--- config.mk ---
export PLATFORM = sky130hd
export DESIGN_NAME = fcei_top
export DESIGN_NICKNAME = d
export VERILOG_FILES = /design/src/design/fcei_pkg.sv /design/src/design/fcei_sched.sv /design/src/design/fcei_top.sv /design/src/design/fcei_tx_ins.sv
export VERILOG_INCLUDE_DIRS = /design/src /design/src/design
export SDC_FILE = /design/constraint.sdc
export NUM_CORES = 1
export LEC_CHECK = 0
export BUFFER_PORTS_ARGS = -buffer_cell sky130_fd_sc_hd__buf_2
export CELL_PAD_IN_SITES_DETAIL_PLACEMENT = 0
export CELL_PAD_IN_SITES_GLOBAL_PLACEMENT = 2
export CORE_UTILIZATION = 38
export CTS_BUF_LIST = sky130_fd_sc_hd__clkbuf_8
export DETAILED_ROUTE_END_ITERATION = 7
export PLACE_DENSITY_LB_ADDON = 0.1
export SETUP_SLACK_MARGIN = 0.2
export SYNTH_ARGS = -nofsm -noshare
export SYNTH_HDL_FRONTEND = slang
export SYNTH_SLANG_ARGS = --single-unit
--- constraint.sdc ---
create_clock -name ref_clk -period 6.7 [get_ports ref_clk]
set_clock_uncertainty 0.2 [all_clocks]
set_input_delay 1.005 -clock ref_clk [delete_from_list [all_inputs] [get_ports ref_clk]]
set_output_delay 1.005 -clock ref_clk [all_outputs]
set_load 0.02 [all_outputs]
--- src/design/fcei_regs.svh ---
// Register offsets, field positions, character codes and timing counts
// Assumes APB byte addressing, one 32-bit word per register.
`ifndef FCEI_REGS_SVH
`define FCEI_REGS_SVH

`define FCEI_OFS_CTRL     8'h00
`define FCEI_OFS_BURST    8'h04
`define FCEI_OFS_CMD      8'h08
`define FCEI_OFS_DEV      8'h0c
`define FCEI_OFS_SID      8'h10
`define FCEI_OFS_DID      8'h14
`define FCEI_OFS_IVAL     8'h18
`define FCEI_OFS_STATUS   8'h1c
`define FCEI_OFS_PATERR   8'h20
`define FCEI_OFS_FRMCNT   8'h24
`define FCEI_OFS_INTCNT   8'h28
`define FCEI_OFS_RECADR   8'h2c

// Control register fields
`define FCEI_CTRL_ALARM   2:0
`define FCEI_CTRL_ERR     5:3
`define FCEI_CTRL_MODE    9:6
`define FCEI_CTRL_LOST    10
`define FCEI_CTRL_ADDRF   11
`define FCEI_CTRL_MEASO   12
`define FCEI_CTRL_CONT    13
`define FCEI_CTRL_B66     14
`define FCEI_CTRL_CRCF    15
`define FCEI_CTRL_MASK    32'h0000_ffff

// Command register bits (write-only pulses)
`define FCEI_CMD_START    0
`define FCEI_CMD_STOP     1
`define FCEI_CMD_TRIG     2

// 8b characters, first character of a word in bits 31:24
`define FCEI_K28_5        8'hbc
`define FCEI_D9_2         8'h49
`define FCEI_D31_5        8'hbf
`define FCEI_D21_1        8'h35
`define FCEI_D21_2        8'h55
`define FCEI_D5_2         8'h45
`define FCEI_D10_4        8'h8a
`define FCEI_D21_4        8'h95
`define FCEI_D10_2        8'h4a
`define FCEI_KMASK_OS     4'h8

// Receive filter values
`define FCEI_RCTL_FC4     8'h00
`define FCEI_TYPE_VU      8'he0

// Timing and storage
`define FCEI_CLK_HZ       200000000
`define FCEI_TICK_S       1
`define FCEI_MEM_BYTES    (64*1024*1024)
`define FCEI_REC_BYTES    16
`define FCEI_IVAL_NONE    5'h10

`endif

--- src/design/fcei_pkg.sv ---
// Types shared by the error and alarm injector modules
// Assumes the field layout held in fcei_regs.svh.
package fcei_pkg;

	typedef enum logic [2:0] {
		ALM_NONE = 3'b000,
		ALM_LR   = 3'b001,
		ALM_LRR  = 3'b010,
		ALM_NOS  = 3'b011,
		ALM_OLS  = 3'b100
	} fcei_alarm_t;

	typedef enum logic [2:0] {
		ERR_NONE = 3'b000,
		ERR_BIT  = 3'b001,
		ERR_SYM  = 3'b010,
		ERR_RRDY = 3'b011,
		ERR_CRC  = 3'b100,
		ERR_BLK  = 3'b101
	} fcei_err_t;

	typedef enum logic [3:0] {
		INS_OFF   = 4'h0,
		INS_MAN   = 4'h1,
		INS_SEC   = 4'h2,
		INS_SEC10 = 4'h3,
		INS_R2    = 4'h4,
		INS_R3    = 4'h5,
		INS_R4    = 4'h6,
		INS_R5    = 4'h7,
		INS_R6    = 4'h8,
		INS_R7    = 4'h9
	} fcei_ins_t;

	typedef enum logic [1:0] {
		MS_STOP = 2'b00,
		MS_RUN  = 2'b01,
		MS_FULL = 2'b10
	} fcei_meas_t;

endpackage : fcei_pkg

--- src/design/fcei_sched.sv ---
// Error insertion scheduler: keeps a count of errors still owed
// Assumes secTick and blockTick are one-cycle pulses on ref_clk.
`timescale 1ns/1ps
`include "fcei_regs.svh"

module fcei_sched (
	input  wire logic              ref_clk,
	input  wire logic              nrst,
	input  wire fcei_pkg::fcei_ins_t mode,
	input  wire logic [15:0]       burstLen,
	input  wire logic              trig,
	input  wire logic              secTick,
	input  wire logic              blockTick,
	input  wire logic              take,
	output logic                   avail
);

	logic [17:0] pend_r,   pend_nxt;
	logic [23:0] blkCnt_r, blkCnt_nxt;
	logic [3:0]  secCnt_r, secCnt_nxt;
	logic        fire;

	function automatic logic [23:0] blocksPerBurst(input fcei_pkg::fcei_ins_t m);
		case (m)
			fcei_pkg::INS_R2: blocksPerBurst = 24'd100;
			fcei_pkg::INS_R3: blocksPerBurst = 24'd1000;
			fcei_pkg::INS_R4: blocksPerBurst = 24'd10000;
			fcei_pkg::INS_R5: blocksPerBurst = 24'd100000;
			fcei_pkg::INS_R6: blocksPerBurst = 24'd1000000;
			fcei_pkg::INS_R7: blocksPerBurst = 24'd10000000;
			default:          blocksPerBurst = 24'd0;
		endcase
	endfunction : blocksPerBurst

	always_comb begin
		fire       = 1'b0;
		blkCnt_nxt = blkCnt_r;
		secCnt_nxt = secCnt_r;
		case (mode)
			fcei_pkg::INS_OFF:   fire = 1'b0;
			fcei_pkg::INS_MAN:   fire = trig;
			fcei_pkg::INS_SEC:   fire = secTick;
			fcei_pkg::INS_SEC10: begin
				fire = secTick && (secCnt_r == 4'd9);
				if (secTick)
					secCnt_nxt = (secCnt_r == 4'd9) ? 4'd0 : secCnt_r + 4'd1;
			end
			default: begin
				if (blockTick) begin
					fire       = (blkCnt_r == blocksPerBurst(mode) - 24'd1);
					blkCnt_nxt = fire ? 24'd0 : blkCnt_r + 24'd1;
				end
			end
		endcase
		// A new burst adds to what is still owed; a take in the same cycle still counts
		if (mode == fcei_pkg::INS_OFF)
			pend_nxt = 18'd0;
		else
			pend_nxt = pend_r + (fire ? {2'b00, burstLen} : 18'd0)
				- ((take && pend_r != 18'd0) ? 18'd1 : 18'd0);
	end

	always_ff @(posedge ref_clk or negedge nrst) begin
		if (!nrst) begin
			pend_r   <= 18'd0;
			blkCnt_r <= 24'd0;
			secCnt_r <= 4'd0;
		end else begin
			pend_r   <= pend_nxt;
			blkCnt_r <= blkCnt_nxt;
			secCnt_r <= secCnt_nxt;
		end
	end

	assign avail = (pend_r != 18'd0);

	////////////////////////////////////////////////////////////////////////
	man_burst_a: assert property (@(posedge ref_clk) disable iff (!nrst)
		(mode == fcei_pkg::INS_MAN && trig && !take && pend_r == 18'd0)
		|=> pend_r == {2'b00, $past(burstLen)})
		else $error("manual trigger did not load burst length");

	off_clear_a: assert property (@(posedge ref_clk) disable iff (!nrst)
		mode == fcei_pkg::INS_OFF |=> !avail)
		else $error("errors pending while insertion is off");

endmodule : fcei_sched

--- src/design/fcei_top.sv ---
// Fibre Channel test port error/alarm injector and receive checker top
// Assumes an APB master on ref_clk and a word-wide tx/rx datapath.
`timescale 1ns/1ps
`include "fcei_regs.svh"

// Function
// - Selected alarm sent continuously; none sends none
// - Link reset sends its ordered set
// - Link reset response sends its ordered set
// - Not operational sends its ordered set
// - Offline sends its ordered set
// - Receiver-ready error sends receiver-ready signal
// - Bit error flips one payload bit
// - Symbol error sends bad code; not in 64b/66b
// - CRC error flips one CRC bit if present
// - Block error only in 64b/66b modes
// - Manual trigger inserts burst; off inserts none
// - Burst inserted once every second
// - Burst inserted once every ten seconds
// - Burst per ten-to-the-n blocks
// - Signed deviation shifts transmit frequency
// - Interval length selectable from fixed list
// - Lost frame bits added to pattern errors
// - Address filter matches ids, routing, type
// - No filter: count FC-4 routing frames
// - Measuring-only gates error ratio alarm
// - Full store stops or wraps with event
module fcei_top #(
	parameter int unsigned SEC_CYC  = `FCEI_TICK_S * `FCEI_CLK_HZ,
	parameter int unsigned MEM_RECS = `FCEI_MEM_BYTES / `FCEI_REC_BYTES
) (
	input  wire logic        ref_clk,
	input  wire logic        nrst,
	input  wire logic        psel,
	input  wire logic        penable,
	input  wire logic        pwrite,
	input  wire logic [7:0]  paddr,
	input  wire logic [31:0] pwdata,
	output logic [31:0]      prdata,
	output logic             pready,
	output logic             pslverr,
	input  wire logic [31:0] txInData,
	input  wire logic [3:0]  txInK,
	input  wire logic        txInValid,
	input  wire logic        txInFrame,
	input  wire logic        txInCrc,
	input  wire logic        txInIdle,
	input  wire logic        txBlockTick,
	output logic [31:0]      txData,
	output logic [3:0]       txK,
	output logic             txValid,
	output logic             txSymErr,
	output logic             txBlkErr,
	output logic [15:0]      txDevTrim,
	input  wire logic        rxFrameEnd,
	input  wire logic [23:0] rxSid,
	input  wire logic [23:0] rxDid,
	input  wire logic [7:0]  rxRctl,
	input  wire logic [7:0]  rxType,
	input  wire logic        rxFrameLost,
	input  wire logic [15:0] rxLostBits,
	input  wire logic [15:0] rxBitErrs,
	input  wire logic        rxBerRaw,
	output logic             berAlarm,
	output logic             recWrite,
	output logic [31:0]      recAddr,
	output logic             memFullEvent,
	output logic             measRunning
);

	////////////////////////////////////////////////////////////////////////
	// Register file
	logic [15:0] ctrl_r,  ctrl_nxt;
	logic [15:0] burst_r, burst_nxt;
	logic [15:0] dev_r,   dev_nxt;
	logic [23:0] sid_r,   sid_nxt;
	logic [23:0] did_r,   did_nxt;
	logic [4:0]  ival_r,  ival_nxt;
	logic [31:0] rdat_r,  rdat_nxt;
	logic        wrEn;
	logic        mapped;
	logic        cmdStart;
	logic        cmdStop;
	logic        cmdTrig;

	// Measurement state
	fcei_pkg::fcei_meas_t ms_r, ms_nxt;
	logic [31:0] secDiv_r, secDiv_nxt;
	logic [15:0] ivSec_r,  ivSec_nxt;
	logic [31:0] patErr_r, patErr_nxt;
	logic [31:0] frmCnt_r, frmCnt_nxt;
	logic [31:0] intCnt_r, intCnt_nxt;
	logic [31:0] recAddr_r, recAddr_nxt;
	logic        recWrite_r, recWrite_nxt;
	logic        memFull_r, memFull_nxt;
	logic        fullEv_r,  fullEv_nxt;
	logic        berAlarm_r, berAlarm_nxt;
	logic        secTick;
	logic        ivEnd;
	logic        frameOk;
	logic        take;
	logic        avail;

	// Interval length in seconds; zero means no intervals
	function automatic logic [15:0] ivalSecs(input logic [4:0] sel);
		case (sel)
			5'd0:    ivalSecs = 16'd1;
			5'd1:    ivalSecs = 16'd2;
			5'd2:    ivalSecs = 16'd5;
			5'd3:    ivalSecs = 16'd10;
			5'd4:    ivalSecs = 16'd15;
			5'd5:    ivalSecs = 16'd30;
			5'd6:    ivalSecs = 16'd60;
			5'd7:    ivalSecs = 16'd300;
			5'd8:    ivalSecs = 16'd600;
			5'd9:    ivalSecs = 16'd900;
			5'd10:   ivalSecs = 16'd1800;
			5'd11:   ivalSecs = 16'd3600;
			5'd12:   ivalSecs = 16'd7200;
			5'd13:   ivalSecs = 16'd14400;
			5'd14:   ivalSecs = 16'd21600;
			5'd15:   ivalSecs = 16'd43200;
			default: ivalSecs = 16'd0;
		endcase
	endfunction : ivalSecs

	// Zero-wait slave: every access completes in its first access cycle
	assign wrEn     = psel && penable && pwrite && mapped;
	assign cmdStart = wrEn && paddr == `FCEI_OFS_CMD && pwdata[`FCEI_CMD_START];
	assign cmdStop  = wrEn && paddr == `FCEI_OFS_CMD && pwdata[`FCEI_CMD_STOP];
	assign cmdTrig  = wrEn && paddr == `FCEI_OFS_CMD && pwdata[`FCEI_CMD_TRIG];
	assign pready   = 1'b1;
	assign pslverr  = psel && penable && !mapped;
	assign prdata   = rdat_r;

	always_comb begin
		mapped    = 1'b1;
		ctrl_nxt  = ctrl_r;
		burst_nxt = burst_r;
		dev_nxt   = dev_r;
		sid_nxt   = sid_r;
		did_nxt   = did_r;
		ival_nxt  = ival_r;
		rdat_nxt  = rdat_r;
		case (paddr)
			`FCEI_OFS_CTRL:   rdat_nxt = {16'h0000, ctrl_r};
			`FCEI_OFS_BURST:  rdat_nxt = {16'h0000, burst_r};
			`FCEI_OFS_CMD:    rdat_nxt = 32'h0000_0000;
			`FCEI_OFS_DEV:    rdat_nxt = {16'h0000, dev_r};
			`FCEI_OFS_SID:    rdat_nxt = {8'h00, sid_r};
			`FCEI_OFS_DID:    rdat_nxt = {8'h00, did_r};
			`FCEI_OFS_IVAL:   rdat_nxt = {27'h0, ival_r};
			`FCEI_OFS_STATUS: rdat_nxt = {26'h0, avail, berAlarm_r, memFull_r,
				ms_r == fcei_pkg::MS_FULL, ms_r == fcei_pkg::MS_RUN, 1'b0};
			`FCEI_OFS_PATERR: rdat_nxt = patErr_r;
			`FCEI_OFS_FRMCNT: rdat_nxt = frmCnt_r;
			`FCEI_OFS_INTCNT: rdat_nxt = intCnt_r;
			`FCEI_OFS_RECADR: rdat_nxt = recAddr_r;
			default: begin
				mapped   = 1'b0;
				rdat_nxt = 32'h0000_0000;
			end
		endcase
		if (!(psel && !penable && !pwrite))
			rdat_nxt = rdat_r;
		if (wrEn) begin
			case (paddr)
				`FCEI_OFS_CTRL:  ctrl_nxt  = pwdata[15:0];
				`FCEI_OFS_BURST: burst_nxt = pwdata[15:0];
				`FCEI_OFS_DEV:   dev_nxt   = pwdata[15:0];
				`FCEI_OFS_SID:   sid_nxt   = pwdata[23:0];
				`FCEI_OFS_DID:   did_nxt   = pwdata[23:0];
				`FCEI_OFS_IVAL:  ival_nxt  = (pwdata[4:0] > `FCEI_IVAL_NONE) ?
					`FCEI_IVAL_NONE : pwdata[4:0];
				default:         ctrl_nxt  = ctrl_r;
			endcase
		end
	end

	always_ff @(posedge ref_clk or negedge nrst) begin
		if (!nrst) begin
			ctrl_r  <= 16'h0000;
			burst_r <= 16'h0001;
			dev_r   <= 16'h0000;
			sid_r   <= 24'h000000;
			did_r   <= 24'h000000;
			ival_r  <= 5'h00;
			rdat_r  <= 32'h0000_0000;
		end else begin
			ctrl_r  <= ctrl_nxt;
			burst_r <= burst_nxt;
			dev_r   <= dev_nxt;
			sid_r   <= sid_nxt;
			did_r   <= did_nxt;
			ival_r  <= ival_nxt;
			rdat_r  <= rdat_nxt;
		end
	end

	// Two's complement trim to the synthesiser: above zero speeds the line up
	assign txDevTrim = dev_r;

	////////////////////////////////////////////////////////////////////////
	// Transmit side
	fcei_sched u_sched (
		.ref_clk   (ref_clk),
		.nrst      (nrst),
		.mode      (fcei_pkg::fcei_ins_t'(ctrl_r[`FCEI_CTRL_MODE])),
		.burstLen  (burst_r),
		.trig      (cmdTrig),
		.secTick   (secTick),
		.blockTick (txBlockTick),
		.take      (take),
		.avail     (avail)
	);

	fcei_tx_ins u_tx (
		.ref_clk     (ref_clk),
		.nrst        (nrst),
		.inData      (txInData),
		.inK         (txInK),
		.inValid     (txInValid),
		.inFrame     (txInFrame),
		.inCrc       (txInCrc),
		.inIdle      (txInIdle),
		.alarm       (fcei_pkg::fcei_alarm_t'(ctrl_r[`FCEI_CTRL_ALARM])),
		.errType     (fcei_pkg::fcei_err_t'(ctrl_r[`FCEI_CTRL_ERR])),
		.mode64      (ctrl_r[`FCEI_CTRL_B66]),
		.crcFraming  (ctrl_r[`FCEI_CTRL_CRCF]),
		.avail       (avail),
		.take        (take),
		.outData_r   (txData),
		.outK_r      (txK),
		.outValid_r  (txValid),
		.outSymErr_r (txSymErr),
		.outBlkErr_r (txBlkErr)
	);

	////////////////////////////////////////////////////////////////////////
	// Receive checking, intervals and result storage
	assign secTick = (secDiv_r == SEC_CYC - 1);
	assign ivEnd   = secTick && ivalSecs(ival_r) != 16'd0
		&& ivSec_r == ivalSecs(ival_r) - 16'd1;
	assign frameOk = ctrl_r[`FCEI_CTRL_ADDRF] ?
		(rxSid == sid_r && rxDid == did_r && rxRctl == `FCEI_RCTL_FC4
			&& rxType == `FCEI_TYPE_VU) :
		(rxRctl == `FCEI_RCTL_FC4);

	always_comb begin
		ms_nxt       = ms_r;
		secDiv_nxt   = secTick ? 32'd0 : secDiv_r + 32'd1;
		ivSec_nxt    = ivSec_r;
		patErr_nxt   = patErr_r;
		frmCnt_nxt   = frmCnt_r;
		intCnt_nxt   = intCnt_r;
		recAddr_nxt  = recAddr_r;
		recWrite_nxt = 1'b0;
		memFull_nxt  = memFull_r;
		fullEv_nxt   = 1'b0;
		case (ms_r)
			fcei_pkg::MS_STOP, fcei_pkg::MS_FULL: begin
				if (cmdStart) begin
					ms_nxt      = fcei_pkg::MS_RUN;
					ivSec_nxt   = 16'd0;
					patErr_nxt  = 32'd0;
					frmCnt_nxt  = 32'd0;
					intCnt_nxt  = 32'd0;
					recAddr_nxt = 32'd0;
					memFull_nxt = 1'b0;
					secDiv_nxt  = 32'd0;
				end
			end
			fcei_pkg::MS_RUN: begin
				if (rxFrameEnd && frameOk)
					frmCnt_nxt = frmCnt_r + 32'd1;
				patErr_nxt = patErr_r + {16'h0000, rxBitErrs}
					+ ((rxFrameLost && ctrl_r[`FCEI_CTRL_LOST]) ?
						{16'h0000, rxLostBits} : 32'd0);
				if (secTick)
					ivSec_nxt = ivEnd ? 16'd0 : ivSec_r + 16'd1;
				if (ivEnd) begin
					recWrite_nxt = 1'b1;
					intCnt_nxt   = intCnt_r + 32'd1;
					if (recAddr_r == MEM_RECS - 1) begin
						recAddr_nxt = 32'd0;
						if (ctrl_r[`FCEI_CTRL_CONT]) begin
							memFull_nxt = 1'b1;
							fullEv_nxt  = 1'b1;
						end else
							ms_nxt = fcei_pkg::MS_FULL;
					end else
						recAddr_nxt = recAddr_r + 32'd1;
				end
				if (cmdStop)
					ms_nxt = fcei_pkg::MS_STOP;
			end
			default: ms_nxt = fcei_pkg::MS_STOP;
		endcase
		berAlarm_nxt = rxBerRaw && (!ctrl_r[`FCEI_CTRL_MEASO]
			|| ms_r == fcei_pkg::MS_RUN);
	end

	always_ff @(posedge ref_clk or negedge nrst) begin
		if (!nrst) begin
			ms_r       <= fcei_pkg::MS_STOP;
			secDiv_r   <= 32'd0;
			ivSec_r    <= 16'd0;
			patErr_r   <= 32'd0;
			frmCnt_r   <= 32'd0;
			intCnt_r   <= 32'd0;
			recAddr_r  <= 32'd0;
			recWrite_r <= 1'b0;
			memFull_r  <= 1'b0;
			fullEv_r   <= 1'b0;
			berAlarm_r <= 1'b0;
		end else begin
			ms_r       <= ms_nxt;
			secDiv_r   <= secDiv_nxt;
			ivSec_r    <= ivSec_nxt;
			patErr_r   <= patErr_nxt;
			frmCnt_r   <= frmCnt_nxt;
			intCnt_r   <= intCnt_nxt;
			recAddr_r  <= recAddr_nxt;
			recWrite_r <= recWrite_nxt;
			memFull_r  <= memFull_nxt;
			fullEv_r   <= fullEv_nxt;
			berAlarm_r <= berAlarm_nxt;
		end
	end

	assign berAlarm     = berAlarm_r;
	assign recWrite     = recWrite_r;
	assign recAddr      = recAddr_r;
	assign memFullEvent = fullEv_r;
	assign measRunning  = (ms_r == fcei_pkg::MS_RUN);

	////////////////////////////////////////////////////////////////////////
	ber_gate_a: assert property (@(posedge ref_clk) disable iff (!nrst)
		(ctrl_r[`FCEI_CTRL_MEASO] && ms_r != fcei_pkg::MS_RUN) |=> !berAlarm)
		else $error("error ratio alarm shown while not measuring");

	lost_add_a: assert property (@(posedge ref_clk) disable iff (!nrst)
		(ms_r == fcei_pkg::MS_RUN && !cmdStop && rxFrameLost && ctrl_r[`FCEI_CTRL_LOST])
		|=> patErr_r == $past(patErr_r) + {16'h0000, $past(rxLostBits)}
			+ {16'h0000, $past(rxBitErrs)})
		else $error("lost frame bits not added");

	filt_count_a: assert property (@(posedge ref_clk) disable iff (!nrst)
		(ms_r == fcei_pkg::MS_RUN && rxFrameEnd && ctrl_r[`FCEI_CTRL_ADDRF]
			&& rxType != `FCEI_TYPE_VU) |=> frmCnt_r == $past(frmCnt_r))
		else $error("filtered frame was counted");

	full_stop_a: assert property (@(posedge ref_clk) disable iff (!nrst)
		(ms_r == fcei_pkg::MS_RUN && ivEnd && !cmdStop && recAddr_r == MEM_RECS - 1
			&& !ctrl_r[`FCEI_CTRL_CONT]) |=> ms_r == fcei_pkg::MS_FULL ##1 !recWrite)
		else $error("full store did not stop measurement");

	unmapped_a: assert property (@(posedge ref_clk) disable iff (!nrst)
		(psel && penable && !mapped) |-> pslverr && pready)
		else $error("unmapped access not flagged");

endmodule : fcei_top

--- src/design/fcei_tx_ins.sv ---
// Transmit word inserter: alarms, receiver-ready and error corruption
// Assumes one 4-character word per cycle with per-character K flags.
`timescale 1ns/1ps
`include "fcei_regs.svh"

module fcei_tx_ins (
	input  wire logic                  ref_clk,
	input  wire logic                  nrst,
	input  wire logic [31:0]           inData,
	input  wire logic [3:0]            inK,
	input  wire logic                  inValid,
	input  wire logic                  inFrame,
	input  wire logic                  inCrc,
	input  wire logic                  inIdle,
	input  wire fcei_pkg::fcei_alarm_t alarm,
	input  wire fcei_pkg::fcei_err_t   errType,
	input  wire logic                  mode64,
	input  wire logic                  crcFraming,
	input  wire logic                  avail,
	output logic                       take,
	output logic [31:0]                outData_r,
	output logic [3:0]                 outK_r,
	output logic                       outValid_r,
	output logic                       outSymErr_r,
	output logic                       outBlkErr_r
);

	logic [31:0] data_nxt;
	logic [3:0]  k_nxt;
	logic        symErr_nxt;
	logic        blkErr_nxt;
	logic        spot;

	function automatic logic [31:0] osWord(input logic [7:0] c1, input logic [7:0] c2,
		input logic [7:0] c3);
		osWord = {`FCEI_K28_5, c1, c2, c3};
	endfunction : osWord

	always_comb begin
		case (errType)
			fcei_pkg::ERR_BIT:  spot = inFrame && !inCrc;
			fcei_pkg::ERR_SYM:  spot = !mode64;
			fcei_pkg::ERR_RRDY: spot = inIdle && alarm == fcei_pkg::ALM_NONE;
			fcei_pkg::ERR_CRC:  spot = inCrc && crcFraming;
			fcei_pkg::ERR_BLK:  spot = mode64;
			default:            spot = 1'b0;
		endcase
		take       = avail && inValid && spot;
		data_nxt   = inData;
		k_nxt      = inK;
		symErr_nxt = 1'b0;
		blkErr_nxt = 1'b0;
		if (take) begin
			case (errType)
				fcei_pkg::ERR_BIT, fcei_pkg::ERR_CRC: data_nxt = inData ^ 32'h0000_0001;
				fcei_pkg::ERR_SYM:  symErr_nxt = 1'b1;
				fcei_pkg::ERR_BLK:  blkErr_nxt = 1'b1;
				fcei_pkg::ERR_RRDY: begin
					data_nxt = osWord(`FCEI_D21_4, `FCEI_D10_2, `FCEI_D10_2);
					k_nxt    = `FCEI_KMASK_OS;
				end
				default: data_nxt = inData;
			endcase
		end
		// A selected alarm owns the line on every word
		if (inValid && alarm != fcei_pkg::ALM_NONE) begin
			k_nxt = `FCEI_KMASK_OS;
			case (alarm)
				fcei_pkg::ALM_LR:  data_nxt = osWord(`FCEI_D9_2, `FCEI_D31_5, `FCEI_D9_2);
				fcei_pkg::ALM_LRR: data_nxt = osWord(`FCEI_D21_1, `FCEI_D31_5, `FCEI_D9_2);
				fcei_pkg::ALM_NOS: data_nxt = osWord(`FCEI_D21_2, `FCEI_D31_5, `FCEI_D5_2);
				fcei_pkg::ALM_OLS: data_nxt = osWord(`FCEI_D21_1, `FCEI_D10_4, `FCEI_D21_2);
				default:           data_nxt = inData;
			endcase
		end
	end

	always_ff @(posedge ref_clk or negedge nrst) begin
		if (!nrst) begin
			outData_r   <= 32'h0000_0000;
			outK_r      <= 4'h0;
			outValid_r  <= 1'b0;
			outSymErr_r <= 1'b0;
			outBlkErr_r <= 1'b0;
		end else begin
			outData_r   <= data_nxt;
			outK_r      <= k_nxt;
			outValid_r  <= inValid;
			outSymErr_r <= symErr_nxt;
			outBlkErr_r <= blkErr_nxt;
		end
	end

	////////////////////////////////////////////////////////////////////////
	lr_word_a: assert property (@(posedge ref_clk) disable iff (!nrst)
		(inValid && alarm == fcei_pkg::ALM_LR)
		|=> outData_r == 32'hbc49_bf49 && outK_r == 4'h8)
		else $error("link reset ordered set wrong");

	rrdy_word_a: assert property (@(posedge ref_clk) disable iff (!nrst)
		(take && errType == fcei_pkg::ERR_RRDY) |=> outData_r == 32'hbc95_4a4a)
		else $error("receiver ready word wrong");

	bit_flip_a: assert property (@(posedge ref_clk) disable iff (!nrst)
		(take && errType == fcei_pkg::ERR_BIT && alarm == fcei_pkg::ALM_NONE)
		|=> outData_r == ($past(inData) ^ 32'h0000_0001))
		else $error("bit error not a single flip");

	sym_mode_a: assert property (@(posedge ref_clk) disable iff (!nrst)
		outSymErr_r |-> !$past(mode64))
		else $error("symbol error sent in 64b/66b mode");

endmodule : fcei_tx_ins

==> results.toml <==
[clock_network]
clock_latency_ps = 680
cts.sinks = 400
cts_setup_buffers = 0
cts_tree = "done"
clockRootBuffer = "clkbuf_8"
cts_buffers = 79
clock_path_buffers = 3
clkTransAtPathRegs_ps = 60
htreeDepth = 3

[critical_path]
r2r_end = "u_sched.pend_r[15]"
crit_arrival_ps = 6310
r2r_slack_ps = 740
cp.required_ps = 7050
timing.rr.start = "ctrl_r[7]"
r2r_cells = 22
cp-endpoint = "u_sched.pend_r[15]"
crit_path_max_fanout = 13
path_class = "reg -> reg"
crit_start = "ctrl_r[7]"
cp-start-kind = "flop"
endpoint_kind = "flop"

[routing]
via_count = 20550
drt_iter0_drc = 1820
drc = 0
wl_per_cell_um = 22.79
dr.pass1.iters = 8
wl_um = 81690
routed_via_density = 5.731
ant_nets = 0

[grt]
grt_usage_pct = 26.23
grtUsageMet2_pct = 43.25
grt_util_met1_pct = 35.20
grt_pass1_wl_um = 125400
grt_max_degree = 151
use_met3_pct = 4.610
grt_pass1_vias = 20500
antenna_found_initial = 1
busiest_layer = "met2"
grt-ovfl-total = 0

[placed_design]
place.detailed.hpwl_um = 60050
io_buffers = 300
routabilityCongestion = 0.9025

[logic_synthesis]
synth_edf_count = 0
synth_flop_cell = "dfrtp_1"
syn-num-nets = 2711
avgSynthCellArea_um2 = 9.524
synthArstFlopShare_pct = 100.0
netlist_area_mm2 = 0.02329
netlist-cell-type-count = 89
yosys_warnings = 0
syn-instance-count = 2445
synth-seq-cells = 400
synth_seq_area_share_pct = 42.99

[power_and_ir_drop]
pwr-share-clk_pct = 38.7
power_frac_seq_pct = 40.8
switching_share_pct = 30.66
power_mw = 6.422
irDropWorstVdd_v = 0.0001186
p_comb_share_pct = 20.5
power.density_mw_per_mm2 = 235.7
p_switching_mw = 1.969
p_leak_nw = 12.76
p_int_mw = 4.453

[layout]
drive_gt1_share_pct = 21.20
fill_cells = 5937
seq_area_mm2 = 0.01001
multiInputGateArea_mm2 = 0.01248
syn_to_final_growth_pct = 17.00
nets = 3010

[floorplanning]
num_io_pins = 310
die_h_um = 249.6
floorplan.die_area_mm2 = 0.06228
initial_utilization_pct = 38.51
core_mm2 = 0.06047
rows = 90
die_x_um = 249.6

[run]
cap_violations = 0

[hold_path]
hp-class = "reg -> reg"

[sta]
grt_setup_unrepaired = "no"
drv_slew = 0
setup_violations = 0
relSlewSlack_pct = 18.74
tightest_slew_ps = 1214
hold_violations = 0
fmax_ghz = 0.1677
finalCritPeriodShare_pct = 89.02
setup_tns_ps = 0
final.min_clock_period_ps = 5965

[status]
status = "finished, final reports clean"
==> worst min path at each step <==
stage          cells after the start          from  slack [ps]                 end
2_1_floorplan                      1  patErr_r[31]         240        patErr_r[31]
3_5_place_dp                       1    prdata[29]         260          prdata[29]
3_3_place_gp                       1    prdata[31]         250          prdata[31]
6_report                           1    prdata[29]         270          prdata[29]
4_1_cts                            2  txInData[29]         270  u_tx.outData_r[29]
5_1_grt                            1    prdata[27]         290          prdata[27]
==> sequential cells by signal, summed over array words and instances (netlist names), 18 cells and up <==
| register | count |
|---|---|
| prdata | 32 |
| u_tx.outData_r | 32 |
| recAddr | 32 |
| frmCnt_r | 32 |
| patErr_r | 32 |
| did_r | 24 |
| secDiv_r | 32 |
| u_sched.blkCnt_r | 24 |
| intCnt_r | 32 |
| u_sched.pend_r | 18 |
| sid_r | 24 |
==> per-layer routing <==
layer | wire (um) | share of wire [%]
met2 | 38840 | 48
met4 | 2147 | 2.6
met5 | 0 | 0
met1 | 36230 | 44
met3 | 4479 | 5.5
==> critical path, cell delays in order (launching register included) <==
cell and delay, ps:
dfrtp_1 530, nor2_1 310, nand2_1 130, ha_1 340, xor2_1 190, or4_1 410
a2111oi_1 550, nand3_1 120, nor2_1 170, a21o_1 160, nand2_1 80, ha_1 340
inv_1 60, ha_1 290, a21o_1 180, a21oi_1 260, o21ai_0 130, o211a_1 170
a311o_1 360, a31oi_1 260, o21ai_0 260, xnor2_1 250, nor2_1 60
==> area by class of cell <==
cell class	count	area share [%]
antenna	1	0.009184
clock buffer	99	5.001
clock inverter	40	0.7118
inverter	96	1.323
multi-input combinational	1824	45.79
sequential	400	36.74
tap	782	3.591
timing repair buffer	343	6.833
==> repair_timing <==
item                                    4_1_cts  5_1_grt
hold buffers                                  1        0
resized for setup                             0        1
endpoints found under the hold margin        16        0
endpoints found under the setup margin        0        1
==> power groups by stage <==
stage | Combinational, mW | Clock (mW) | Sequential, mW
after floorplan | 0.933 | 0 | 2.65
after global placement | 1.31 | 0 | 2.66
after detailed placement | 1.32 | 0 | 2.66
after CTS | 1.33 | 2.55 | 2.62
after global routing | 1.50 | 2.65 | 2.63
final | 1.32 | 2.48 | 2.62
==> placed cells by master, fill, tap and decap left out, drive strengths merged, types with 96 or more instances in the layout <==
master / netlist / routed
nor2: 180 / 180
clkbuf: 98 / 99
mux2: 96 / 96
buf: 27 / 342
xnor2: 107 / 107
inv: 96 / 127
dfrtp: 399 / 399
nand3: 108 / 108
o21ai: 98 / 98
nand2: 231 / 231
==> cells by family (layout without fill, tap and decap cells) <==
| group | Yosys count | in the layout | synth area share [%] |
|---|---|---|---|
| XOR/XNOR | 166 | 166 | 6.243 |
| multiplexers | 139 | 139 | 6.490 |
| other | 1 | 2 | 0.01610 |
| buffers and inverters | 221 | 578 | 3.718 |
| AO/OA/AOI/OAI | 485 | 485 | 14.75 |
| adder cells (fa/ha/maj) | 81 | 81 | 4.932 |
| AND/OR/NAND/NOR | 952 | 952 | 20.86 |
| flip-flops | 400 | 400 | 42.99 |
==> Yosys cell counts, types with 5 or more instances <==
library cell	number	area share [%]
or3_1	32	0.86
nor2_1	180	2.9
a22oi_1	38	1.2
clkbuf_1	98	1.6
nor4_1	35	0.94
dfrtp_1	399	43
and3_1	73	2.0
xor2_1	59	2.2
o21a_1	9	0.29
o21bai_1	6	0.19
nand4_1	65	1.7
o31ai_1	9	0.29
o21ai_0	94	2.0
a222oi_1	44	1.9
a21oi_1	89	1.9
and4_1	9	0.34
nor3_1	63	1.4
mux2_2	96	4.6
fa_1	18	1.5
a21o_1	42	1.4
ha_1	63	3.4
nand2_1	231	3.7
nand3_1	107	2.3
a31oi_1	28	0.75
a211oi_1	6	0.19
or2_2	7	0.19
nand3b_1	10	0.32
o211ai_1	11	0.35
o22ai_1	5	0.13
inv_1	95	1.5
and2_1	16	0.43
o31ai_2	7	0.38
nor4b_1	9	0.34
a22o_1	28	1.1
nor2b_1	23	0.62
nor3b_1	6	0.19
xnor2_1	107	4.0
buf_1	9	0.15
nand2b_1	57	1.5
mux2i_1	43	1.8
a221oi_1	8	0.30
buf_2	14	0.30
or4_1	12	0.39
==> metrics by stage <==
stage / std cells / instance area [um2] / utilization, % / hold slack, ps / worst slack, ps
after global routing: 3585 / 27250 / 45.06 / 288.8 / 307.9
final: 3585 / 27250 / 45.06 / 270.4 / 735.5
after floorplan: 2445 / 23290 / - / 243.9 / 1270
after global placement: 3444 / 25680 / 42.46 / 254.1 / 811.5
after CTS: 3584 / 27240 / 45.05 / 274.3 / 658.6
after detailed placement: 3444 / 25680 / 42.46 / 262.0 / 729.7
No activity file was read; power rests on OpenSTA's default activity.
